File: config.mk
export PLATFORM = sky130hd
export DESIGN_NAME = deser_strap_config_capture
export DESIGN_NICKNAME = d
export VERILOG_FILES = /design/src/strap_cfg_pkg.sv /design/src/cfg_select_if.sv /design/src/deser_strap_config_capture.sv /design/src/cfg_override_sel.sv /design/src/ctrl_pulse_filter.sv
export SDC_FILE = /design/constraint.sdc
export NUM_CORES = 1
export LEC_CHECK = 0
export BUFFER_PORTS_ARGS = -buffer_cell sky130_fd_sc_hd__buf_4
export CAP_MARGIN = 20
export CORE_MARGIN = 5
export CORE_UTILIZATION = 55
export DETAILED_ROUTE_END_ITERATION = 16
export PLACE_DENSITY = 0.83
export REMOVE_ABC_BUFFERS = 1
export SYNTH_ARGS = -nofsm -noshare
export SYNTH_HDL_FRONTEND = slang
export SYNTH_SLANG_ARGS = --single-unit
File: constraint.sdc
create_clock -name clk_i -period 2.8 [get_ports clk_i]
set_input_delay 0.28 -clock clk_i [delete_from_list [all_inputs] [get_ports clk_i]]
set_output_delay 0.28 -clock clk_i [all_outputs]
set_load 0.02 [all_outputs]
File: src/strap_cfg_pkg.sv
// Constants shared by the strap configuration capture block
package strap_cfg_pkg;

  // Timing
  localparam int CLK_PERIOD_NS    = 10;
  localparam int STRAP_SETTLE_NS  = 100;
  localparam int STRAP_SETTLE_CYC =
    (STRAP_SETTLE_NS + CLK_PERIOD_NS - 1) / CLK_PERIOD_NS;
  localparam int CTRL_MIN_PCLK    = 3;

  // Packed configuration word layout
  localparam int CFG_W    = 21;
  localparam int F_MODE   = 0;
  localparam int F_LF     = 2;
  localparam int F_CSLEW  = 3;
  localparam int F_DSLEW  = 4;
  localparam int F_HOLD   = 5;
  localparam int F_SLEEP  = 6;
  localparam int F_STROBE = 7;
  localparam int F_EQL    = 8;
  localparam int F_OSC    = 12;
  localparam int F_SPR    = 15;
  localparam int F_MAP    = 19;
  localparam int W_MODE   = 2;
  localparam int W_EQL    = 4;
  localparam int W_OSC    = 3;
  localparam int W_SPR    = 4;
  localparam int W_MAP    = 2;

  // Strap positions on the shared pixel pins (red 23:16, green 15:8, blue 7:0)
  localparam int PIN_B1      = 1;
  localparam int PIN_B2      = 2;
  localparam int PIN_B3      = 3;
  localparam int PIN_B4      = 4;
  localparam int PIN_B5      = 5;
  localparam int PIN_B6      = 6;
  localparam int PIN_B7      = 7;
  localparam int PIN_OSC_LSB = 8;
  localparam int PIN_EQL_LSB = 12;
  localparam int PIN_MAP_LSB = 16;
  localparam int PIN_SPR_LSB = 19;

  // Mode and bit-map encodings
  localparam logic [1:0] MODE_FILTER_OFF = 2'h0;
  localparam logic [1:0] MODE_FILTER_ON  = 2'h1;
  localparam logic [1:0] MAP_NORMAL      = 2'h0;

  // Register byte offsets
  localparam logic [7:0] ADR_CONTROL   = 8'h00;
  localparam logic [7:0] ADR_OVR_MASK  = 8'h04;
  localparam logic [7:0] ADR_OVR_VAL   = 8'h08;
  localparam logic [7:0] ADR_STRAPPED  = 8'h0c;
  localparam logic [7:0] ADR_EFFECTIVE = 8'h10;
  localparam logic [7:0] ADR_STATUS    = 8'h14;

  // Control and status bits
  localparam int CTL_RELEASE   = 0;
  localparam int CTL_SPREAD_EN = 1;
  localparam int STA_LOCK      = 0;
  localparam int STA_HOLD      = 1;
  localparam int STA_RUN       = 2;
  localparam int STA_SAMPLE    = 3;

  // Reset values
  localparam logic [1:0]       CONTROL_RST = 2'h0;
  localparam logic [CFG_W-1:0] CFG_RST     = 21'h000000;

  typedef enum logic [2:0] {
    ST_DOWN   = 3'h1,
    ST_SAMPLE = 3'h2,
    ST_RUN    = 3'h4
  } cap_state_e;

endpackage : strap_cfg_pkg

File: src/cfg_select_if.sv
// Carrier between the capture logic and the override selector
`timescale 1ns/100ps
`default_nettype none
interface cfg_select_if #(parameter int W = 21);
  logic [W-1:0] strap;
  logic [W-1:0] reg_val;
  logic [W-1:0] mask;
  logic [W-1:0] value;
  modport owner   (output strap, output reg_val, output mask, input value);
  modport chooser (input strap, input reg_val, input mask, output value);
endinterface : cfg_select_if
`default_nettype wire

File: src/deser_strap_config_capture.sv
// Power-up strap capture, register override and shared-pin control
// Summary of operation
// - Sample all straps at power-up and fix configuration from them
// - An unconnected strap reads low; a pull-up makes it high
// - Strap pins are inputs during power-up and outputs afterwards
// - Mode 00 disables the control filter, 01 enables it
// - Modes 10 and 11 select the two older partner kinds
// - Low-frequency spread select only matters with spread enabled
// - Clock slew select: 1 increased, 0 normal
// - Data slew select: 1 increased, 0 normal
// - Hold-low strap keeps outputs low until software release
// - Without hold-low, outputs toggle as soon as lock rises
// - Sleep select with power-down sets outputs while powered down
// - Strobe-edge select 1 gives rising-edge strobed outputs
// - Four-bit equalization setting from straps or register
// - Three-bit oscillator select from straps or register
// - Four-bit spread range select from straps or register
// - Two-bit bit-mapping field, normally 00
// - Power-down input low resets all control registers
// - With filter on, HS and DE pulses under three clocks are dropped; VS is not filtered
// - Lock is high when PLL locked and outputs active
//
// Our own choices: the Wishbone interface to the registers and the placing of the registers.
`timescale 1ns/100ps
`default_nettype none
module deser_strap_config_capture #(
  parameter int SETTLE_CYC = strap_cfg_pkg::STRAP_SETTLE_CYC
) (
  // Clock and reset
  input  wire logic        clk_i,
  input  wire logic        rst_i,
  input  wire logic        power_down_n_i,
  // Wishbone slave
  input  wire logic        wb_cyc_i,
  input  wire logic        wb_stb_i,
  input  wire logic        wb_we_i,
  input  wire logic [7:0]  wb_adr_i,
  input  wire logic [3:0]  wb_sel_i,
  input  wire logic [31:0] wb_dat_i,
  output var  logic [31:0] wb_dat_o,
  output var  logic        wb_ack_o,
  // Receive core side
  input  wire logic [23:0] rx_data_i,
  input  wire logic        rx_hs_i,
  input  wire logic        rx_vs_i,
  input  wire logic        rx_de_i,
  input  wire logic        pll_locked_i,
  input  wire logic        bist_pass_i,
  // Shared strap and pixel pins
  input  wire logic [23:0] pix_i,
  output var  logic [23:0] pix_o,
  output var  logic [23:0] pix_oe_n_o,
  input  wire logic        pass_i,
  output var  logic        pass_o,
  output var  logic        pass_oe_n_o,
  // Video control and link status
  output var  logic        hs_o,
  output var  logic        vs_o,
  output var  logic        de_o,
  output var  logic        ctl_oe_n_o,
  output var  logic        lock_o,
  // Effective configuration
  output var  logic [1:0]  mode_o,
  output var  logic        filter_en_o,
  output var  logic        legacy_partner_o,
  output var  logic        spread_en_o,
  output var  logic        spread_low_freq_sel_o,
  output var  logic        clock_slew_sel_o,
  output var  logic        data_slew_sel_o,
  output var  logic        strobe_edge_sel_o,
  output var  logic        sleep_state_sel_o,
  output var  logic [3:0]  rx_equalization_o,
  output var  logic [2:0]  oscillator_sel_o,
  output var  logic [3:0]  spread_range_sel_o,
  output var  logic [1:0]  bit_map_sel_o
);
  localparam int W = strap_cfg_pkg::CFG_W;

  // Pins are released one edge into sampling, so one cycle is too few
  if (SETTLE_CYC < 2 || SETTLE_CYC > 255) begin : g_bad_settle
    $error("SETTLE_CYC must be 2 to 255");
  end
  localparam logic [7:0] SETTLE_LAST = 8'(SETTLE_CYC - 1);

  strap_cfg_pkg::cap_state_e state;
  logic [7:0]   settle_cnt;
  logic [W-1:0] strap_q;
  logic [1:0]   ctl;
  logic [W-1:0] ovr_mask;
  logic [W-1:0] ovr_val;
  logic [W-1:0] cfg;
  logic         ctl_rst;
  logic         capture;
  logic         hold;
  logic         req;
  logic         hs_f;
  logic         de_f;
  logic [31:0]  next_ctl;
  logic [31:0]  next_mask;
  logic [31:0]  next_val;

  cfg_select_if #(.W(W)) sel_if ();

  function automatic logic [31:0] merge(input logic [31:0] old_w,
                                        input logic [31:0] new_w,
                                        input logic [3:0]  sel);
    logic [31:0] r;
    r = old_w;
    for (int i = 0; i < 4; i++) begin
      if (sel[i]) begin
        r[8*i +: 8] = new_w[8*i +: 8];
      end
    end
    return r;
  endfunction : merge

  function automatic logic [W-1:0] strap_map(input logic [23:0] p,
                                             input logic        pass);
    logic [W-1:0] m;
    m = strap_cfg_pkg::CFG_RST;
    m[strap_cfg_pkg::F_MODE + 1] = p[strap_cfg_pkg::PIN_B6];
    m[strap_cfg_pkg::F_MODE]     = p[strap_cfg_pkg::PIN_B7];
    m[strap_cfg_pkg::F_LF]       = p[strap_cfg_pkg::PIN_B4];
    m[strap_cfg_pkg::F_CSLEW]    = p[strap_cfg_pkg::PIN_B5];
    m[strap_cfg_pkg::F_DSLEW]    = p[strap_cfg_pkg::PIN_B3];
    m[strap_cfg_pkg::F_HOLD]     = pass;
    m[strap_cfg_pkg::F_SLEEP]    = p[strap_cfg_pkg::PIN_B2];
    m[strap_cfg_pkg::F_STROBE]   = p[strap_cfg_pkg::PIN_B1];
    m[strap_cfg_pkg::F_EQL +: strap_cfg_pkg::W_EQL] =
      p[strap_cfg_pkg::PIN_EQL_LSB +: strap_cfg_pkg::W_EQL];
    m[strap_cfg_pkg::F_OSC +: strap_cfg_pkg::W_OSC] =
      p[strap_cfg_pkg::PIN_OSC_LSB +: strap_cfg_pkg::W_OSC];
    m[strap_cfg_pkg::F_SPR +: strap_cfg_pkg::W_SPR] =
      p[strap_cfg_pkg::PIN_SPR_LSB +: strap_cfg_pkg::W_SPR];
    m[strap_cfg_pkg::F_MAP +: strap_cfg_pkg::W_MAP] =
      p[strap_cfg_pkg::PIN_MAP_LSB +: strap_cfg_pkg::W_MAP];
    return m;
  endfunction : strap_map

  assign ctl_rst = rst_i || !power_down_n_i;
  assign capture = state == strap_cfg_pkg::ST_SAMPLE && power_down_n_i &&
                   settle_cnt == SETTLE_LAST;
  assign cfg     = sel_if.value;
  // hold until release, ahead of the selector flop
  assign hold    = (ovr_mask[strap_cfg_pkg::F_HOLD] ?
                    ovr_val[strap_cfg_pkg::F_HOLD] :
                    strap_q[strap_cfg_pkg::F_HOLD]) &&
                   !ctl[strap_cfg_pkg::CTL_RELEASE];
  assign req     = wb_cyc_i && wb_stb_i;

  // Power-up sequencing; rst_i counts as a power-up
  always_ff @(posedge clk_i) begin
    if (rst_i) begin
      state      <= strap_cfg_pkg::ST_SAMPLE;
      settle_cnt <= 8'h00;
    end else begin
      case (state)
        strap_cfg_pkg::ST_DOWN: begin
          settle_cnt <= 8'h00;
          if (power_down_n_i) begin
            state <= strap_cfg_pkg::ST_SAMPLE;
          end
        end
        strap_cfg_pkg::ST_SAMPLE: begin
          if (!power_down_n_i) begin
            state <= strap_cfg_pkg::ST_DOWN;
          end else if (capture) begin
            state <= strap_cfg_pkg::ST_RUN;
          end else begin
            settle_cnt <= settle_cnt + 8'h01;
          end
        end
        strap_cfg_pkg::ST_RUN: begin
          if (!power_down_n_i) begin
            state <= strap_cfg_pkg::ST_DOWN;
          end
        end
        default: begin
          state <= strap_cfg_pkg::ST_DOWN;
        end
      endcase
    end
  end

  // released pins read low unless pulled up
  always_ff @(posedge clk_i) begin
    if (rst_i) begin
      strap_q <= strap_cfg_pkg::CFG_RST;
    end else if (capture) begin
      strap_q <= strap_map(pix_i, pass_i);
    end
  end

  assign sel_if.strap   = strap_q;
  assign sel_if.reg_val = ovr_val;
  assign sel_if.mask    = ovr_mask;

  cfg_override_sel #(.W(W)) u_sel (
    .clk_i (clk_i),
    .rst_i (rst_i),
    .sel   (sel_if.chooser)
  );

  assign mode_o = cfg[strap_cfg_pkg::F_MODE +: strap_cfg_pkg::W_MODE];
  assign clock_slew_sel_o = cfg[strap_cfg_pkg::F_CSLEW];
  assign data_slew_sel_o = cfg[strap_cfg_pkg::F_DSLEW];
  assign strobe_edge_sel_o = cfg[strap_cfg_pkg::F_STROBE];
  assign sleep_state_sel_o = cfg[strap_cfg_pkg::F_SLEEP];
  assign rx_equalization_o = cfg[strap_cfg_pkg::F_EQL +: strap_cfg_pkg::W_EQL];
  assign oscillator_sel_o = cfg[strap_cfg_pkg::F_OSC +: strap_cfg_pkg::W_OSC];
  assign spread_range_sel_o =
    cfg[strap_cfg_pkg::F_SPR +: strap_cfg_pkg::W_SPR];
  assign bit_map_sel_o = cfg[strap_cfg_pkg::F_MAP +: strap_cfg_pkg::W_MAP];

  always_ff @(posedge clk_i) begin
    if (rst_i) begin
      filter_en_o           <= 1'b0;
      legacy_partner_o      <= 1'b0;
      spread_en_o           <= 1'b0;
      spread_low_freq_sel_o <= 1'b0;
    end else begin
      filter_en_o           <= mode_o == strap_cfg_pkg::MODE_FILTER_ON;
      legacy_partner_o      <= mode_o[1];
      spread_en_o           <= ctl[strap_cfg_pkg::CTL_SPREAD_EN];
      spread_low_freq_sel_o <= ctl[strap_cfg_pkg::CTL_SPREAD_EN] &&
                               cfg[strap_cfg_pkg::F_LF];
    end
  end

  ctrl_pulse_filter #(.MIN_CYC(strap_cfg_pkg::CTRL_MIN_PCLK)) u_hs_flt (
    .clk_i    (clk_i),
    .rst_i    (rst_i),
    .enable_i (filter_en_o),
    .level_i  (rx_hs_i),
    .level_o  (hs_f)
  );

  ctrl_pulse_filter #(.MIN_CYC(strap_cfg_pkg::CTRL_MIN_PCLK)) u_de_flt (
    .clk_i    (clk_i),
    .rst_i    (rst_i),
    .enable_i (filter_en_o),
    .level_i  (rx_de_i),
    .level_o  (de_f)
  );

  // Pin drive; outputs start released so straps can be read
  always_ff @(posedge clk_i) begin
    if (rst_i) begin
      pix_o       <= 24'h000000;
      pix_oe_n_o  <= 24'hffffff;
      hs_o        <= 1'b0;
      vs_o        <= 1'b0;
      de_o        <= 1'b0;
      ctl_oe_n_o  <= 1'b1;
      pass_o      <= 1'b0;
      pass_oe_n_o <= 1'b1;
    end else if (state == strap_cfg_pkg::ST_RUN && pll_locked_i &&
                 power_down_n_i) begin
      pass_o      <= bist_pass_i;
      pass_oe_n_o <= 1'b0;
      ctl_oe_n_o  <= 1'b0;
      pix_oe_n_o  <= 24'h000000;
      if (hold) begin
        pix_o <= 24'h000000;
        hs_o  <= 1'b0;
        vs_o  <= 1'b0;
        de_o  <= 1'b0;
      end else begin
        pix_o <= rx_data_i;
        hs_o  <= hs_f;
        vs_o  <= rx_vs_i;
        de_o  <= de_f;
      end
    end else if (state == strap_cfg_pkg::ST_SAMPLE && power_down_n_i) begin
      pix_oe_n_o  <= 24'hffffff;
      pass_oe_n_o <= 1'b1;
      ctl_oe_n_o  <= 1'b1;
    end else begin
      // sleep state: 1 drives low, 0 releases
      pix_o       <= 24'h000000;
      hs_o        <= 1'b0;
      vs_o        <= 1'b0;
      de_o        <= 1'b0;
      pass_o      <= 1'b0;
      pix_oe_n_o  <= {24{!sleep_state_sel_o}};
      ctl_oe_n_o  <= !sleep_state_sel_o;
      pass_oe_n_o <= 1'b1;
    end
  end

  always_ff @(posedge clk_i) begin
    if (rst_i) begin
      lock_o <= 1'b0;
    end else begin
      lock_o <= state == strap_cfg_pkg::ST_RUN && pll_locked_i &&
                power_down_n_i;
    end
  end

  // Wishbone: ack one cycle after request, write lands on the ack edge
  always_ff @(posedge clk_i) begin
    if (rst_i) begin
      wb_ack_o <= 1'b0;
    end else begin
      wb_ack_o <= req && !wb_ack_o;
    end
  end

  always_ff @(posedge clk_i) begin
    if (rst_i) begin
      wb_dat_o <= 32'h00000000;
    end else if (req && !wb_ack_o) begin
      case (wb_adr_i)
        strap_cfg_pkg::ADR_CONTROL:   wb_dat_o <= 32'(ctl);
        strap_cfg_pkg::ADR_OVR_MASK:  wb_dat_o <= 32'(ovr_mask);
        strap_cfg_pkg::ADR_OVR_VAL:   wb_dat_o <= 32'(ovr_val);
        strap_cfg_pkg::ADR_STRAPPED:  wb_dat_o <= 32'(strap_q);
        strap_cfg_pkg::ADR_EFFECTIVE: wb_dat_o <= 32'(cfg);
        strap_cfg_pkg::ADR_STATUS: begin
          wb_dat_o <= 32'h00000000;
          wb_dat_o[strap_cfg_pkg::STA_LOCK]   <= lock_o;
          wb_dat_o[strap_cfg_pkg::STA_HOLD]   <= hold;
          wb_dat_o[strap_cfg_pkg::STA_RUN]    <=
            state == strap_cfg_pkg::ST_RUN;
          wb_dat_o[strap_cfg_pkg::STA_SAMPLE] <=
            state == strap_cfg_pkg::ST_SAMPLE;
        end
        default: wb_dat_o <= 32'h00000000;
      endcase
    end
  end

  always_comb begin
    next_ctl  = merge(32'(ctl), wb_dat_i, wb_sel_i);
    next_mask = merge(32'(ovr_mask), wb_dat_i, wb_sel_i);
    next_val  = merge(32'(ovr_val), wb_dat_i, wb_sel_i);
  end

  always_ff @(posedge clk_i) begin
    if (ctl_rst) begin
      ctl      <= strap_cfg_pkg::CONTROL_RST;
      ovr_mask <= strap_cfg_pkg::CFG_RST;
      ovr_val  <= strap_cfg_pkg::CFG_RST;
    end else if (req && wb_ack_o && wb_we_i) begin
      case (wb_adr_i)
        strap_cfg_pkg::ADR_CONTROL:  ctl      <= next_ctl[1:0];
        strap_cfg_pkg::ADR_OVR_MASK: ovr_mask <= next_mask[W-1:0];
        strap_cfg_pkg::ADR_OVR_VAL:  ovr_val  <= next_val[W-1:0];
        default: ;
      endcase
    end
  end
endmodule : deser_strap_config_capture
`default_nettype wire

File: src/cfg_override_sel.sv
// Per-bit choice between strapped and register-written settings
`timescale 1ns/100ps
`default_nettype none
module cfg_override_sel #(
  parameter int W = 21
) (
  // Clock and reset
  input  wire logic          clk_i,
  input  wire logic          rst_i,
  // Selection carrier
  cfg_select_if.chooser      sel
);
  if (W < 1) begin : g_bad_w
    $error("cfg_override_sel: W must be at least 1");
  end

  always_ff @(posedge clk_i) begin
    if (rst_i) begin
      sel.value <= '0;
    end else begin
      sel.value <= (sel.mask & sel.reg_val) | (~sel.mask & sel.strap);
    end
  end
endmodule : cfg_override_sel
`default_nettype wire

File: src/ctrl_pulse_filter.sv
// Drops video control pulses shorter than a minimum length
`timescale 1ns/100ps
`default_nettype none
module ctrl_pulse_filter #(
  parameter int MIN_CYC = 3
) (
  // Clock and reset
  input  wire logic clk_i,
  input  wire logic rst_i,
  // Control level
  input  wire logic enable_i,
  input  wire logic level_i,
  output var  logic level_o
);
  if (MIN_CYC < 1 || MIN_CYC > 15) begin : g_bad_min
    $error("ctrl_pulse_filter: MIN_CYC must be 1 to 15");
  end

  localparam logic [3:0] MIN_LEN = 4'(MIN_CYC);

  logic       last;
  logic [3:0] run_len;
  logic [3:0] next_run;

  always_comb begin
    if (level_i != last) begin
      next_run = 4'h1;
    end else if (run_len < MIN_LEN) begin
      next_run = run_len + 4'h1;
    end else begin
      next_run = run_len;
    end
  end

  always_ff @(posedge clk_i) begin
    if (rst_i) begin
      last    <= 1'b0;
      run_len <= 4'h0;
    end else begin
      last    <= level_i;
      run_len <= next_run;
    end
  end

  always_ff @(posedge clk_i) begin
    if (rst_i) begin
      level_o <= 1'b0;
    end else if (!enable_i || next_run >= MIN_LEN) begin
      level_o <= level_i;
    end
  end
endmodule : ctrl_pulse_filter
`default_nettype wire

==> results by group <==
Outcome
  – Status: completed

Route
  – Via count: 5856
  – 1st-pass router iterations: 5
  – Vias/cell: 5.653
  – Final ANT Viol Nets: 0
  – Final WL: 19.13 mm
  – WL/cell: 18.47 um
  – # DRC: 0
  – Detailed Route Iter0 Violations: 501

Finish
  – Finished Layout Cells: 1036
  – Share of cells above drive strength 1: 0.2905
  – Final Util: 0.7135
  – Design area: 9041 um2
  – Layout area overhead: 26.37%
  – Total Nets Final: 961
  – Antenna cells: 0

Worst setup path
  – Largest stage delay, worst path: 0.44 ns
  – Crit start category: flop
  – CP required: 3.08 ns
  – Critical Path Slowest Stage Cell: dfxtp_1
  – Critical path, cell by cell: ha_1 -> nor4bb_1 -> nand3_2 -> buf_4 -> mux2i_1 -> nor2_1
  – Crit end category: flop
  – Crit path buf inv count: 1
  – CP Data Arrival Time: 2.42 ns
  – Delay-heaviest family, CP: simple AND/OR/NAND/NOR gates
  – CP Max Fanout: 15
  – Setup Crit Path Kind: reg -> reg

Timing
  – Final TNS setup: 0 ns
  – Tcrit/Tclk final: 0.7658
  – Final slew viol count: 0
  – Setup violations, final: 0
  – Clock skew: 0.004734 ns
  – Worst slew pin tran: 0.8413 ns
  – F_max: 0.4664 GHz
  – Endpoints failing hold: 0
  – Unrepaired setup endpoints after global routing: no
  – Slew HR: 0.4391
  – Min cycle time layout: 2.144 ns

GRT
  – Global-route wire length before repair: 30.11 mm
  – Largest net degree at the start of global routing: 79
  – Aggregate global-route resource usage: 0.2505
  – Total grt overflow: 0
  – Met2 usage: 0.4233
  – Busiest grt layer: met2
  – Met3 Use GR: 0.05086
  – Met1 GRT Util: 0.2994
  – Initial antenna violation count: 0
  – Vias in the first global route: 5993

Synth
  – Yosys warns: 0
  – Sequential area share after synthesis: 0.4645
  – Share of the synthesized area in the top cell type: 0.4645
  – Number of flops mapped to enable cells by yosys: 0
  – Fraction of registers with async set/reset: 0
  – Count leader, synth: dfxtp_1
  – Synthesis-stage register bit count: 166
  – Yosys cell types: 59
  – Post-synth top area cell: dfxtp_1
  – Top post-synthesis cells by area: dfxtp_1 46%, mux2i_1 15%, nor2_1 6.5%, buf_4 5.2%, a22oi_1 4.9%
  – Avg Cell Area, Syn: 10.05 um2
  – Dominant synthesized flop cell: dfxtp_1
  – Cell Area, Synth: 7154 um2
  – Synthesized instance count: 712
  – Synth top cells by count: 166 x dfxtp_1, 123 x nor2_1, 109 x mux2i_1

CTS
  – Sink Count: 166
  – Post-CTS resize count: 0
  – CTS tree: built
  – Clk buf depth: 2
  – Num CTS Buffers: 17
  – Root Driver: clkbuf_16
  – H-tree lvl count: 4
  – Clk Latency, worst-skew pair: 0.42 ns
  – Worst-path clk slew: 0.06 ns
  – Hold-fix buffers, CTS: 0
  – Setup repair bufs after CTS: 0

Pwr
  – Power, Total: 5.236 mW
  – Peak VDD IR: 0.0004974 V
  – Power Density: 579.2 nW/um2
  – LEAKAGE: 3.755 nW

Floorplanning
  – Die X: 124.1 um
  – Die H: 124.1 um
  – Site Rows: 41
  – # IOs: 215
  – DIE AREA: 15390 um2
  – Starting Density: 0.5646
  – Core box area: 12670 um2

Flow run
  – MaxCap Viol Count: 0

Placement
  – Placement Cell Area: 8406 um2
  – Placed wire-length estimate: 13.25 mm
  – Placed cell count: 1006
  – Routability cong.: 0.8019
  – Port Buf Inserts: 187

Worst hold path
  – HP Class: in -> reg
cell type report:
cell class | count | area, um2
clock buffers | 22 | 464.2
clock inverters | 8 | 171.4
fillers | 940 | 3630
inverters | 11 | 41.29
multi-input cells | 455 | 3297
flip-flops and latches | 166 | 3323
well taps | 172 | 215.2
repair buffers | 202 | 1529
metrics by stage:
stage / hold slack, ns / setup WS (ns)
6_report: 0.08707 / 0.6558
5_1_grt: 0.08974 / 0.4630
4_1_cts: 0.07781 / 0.6259
3_5_place_dp: 0.4498 / 0.5430
3_3_place_gp: 0.4429 / 0.5638
2_1_floorplan: 0.3467 / -2.753
registers in the layout, indices dropped and copies added, names as in the netlist, 2 cells and up:
register          count
settle_cnt            8
wb_dat_o             21
state                 3
u_de_flt.run_len      4
u_sel.sel.value      21
ovr_mask             21
ovr_val              21
sel_if.strap         21
ctl                   2
u_hs_flt.run_len      4
pix_o                24
cells in the final DEF, fill, tap and decap left out, types with 6 or more instances in the layout:
cell type	synthesis	routed
nor2_1	123	123
o22ai_1	18	18
a22oi_1	47	47
o21ai_0	8	8
buf_4	50	201
nand2_1	8	8
mux2i_1	109	109
and2_1	6	6
inv_1	11	11
a22o_1	18	18
and3_1	8	8
nor4_4	6	6
clkbuf_16	0	17
dfxtp_1	166	166
conb_1	1	11
nor2b_1	12	10
tightest hold or removal path: cells and delay by family:
kind,cells,cell delay [ns]
multiplexers,1,0.05
buffers and inverters,1,0.07
AND/OR/NAND/NOR,1,0.07
path summary, 6_finish.rpt:
path                 startpoint                to  slack [ns]  depth (start not counted)
hold / removal        pix_i[15]  sel_if.strap[11]        0.09                          3
hold reg to reg     wb_dat_o[1]       wb_dat_o[1]        0.46                          2
setup reg to reg  settle_cnt[0]  sel_if.strap[14]        0.66                          6
setup / recovery  settle_cnt[0]  sel_if.strap[14]        0.66                          6
routing by layer:
layer,vias to the layer above,part of all wire
met3,56,0.047
met1,2842,0.40
li1,2765,-
met4,0,0.036
met5,-,0
met2,193,0.51
logic make-up (layout without fill, tap and decap cells):
logic type                 after synthesis  in the layout  synth area share
DFF                                    166            166            0.4645
AOI/OAI and AO/OA                      117            117            0.1228
buffers and inverters                  101            243           0.08342
other                                    1             11         0.0005242
muxes                                  112            112            0.1588
and+or+nand+nor                        202            202            0.1520
adders and majority gates                4              4          0.006996
xor gates and xnor gates                 9              9           0.01102
where the power goes:
part           switching (mW)  leakage, nW  internal, mW
Clock                   0.901        0.307          1.62
Combinational           0.182         2.11         0.140
Sequential             0.0166         1.34          2.38
(Power assumes the default switching activity.)
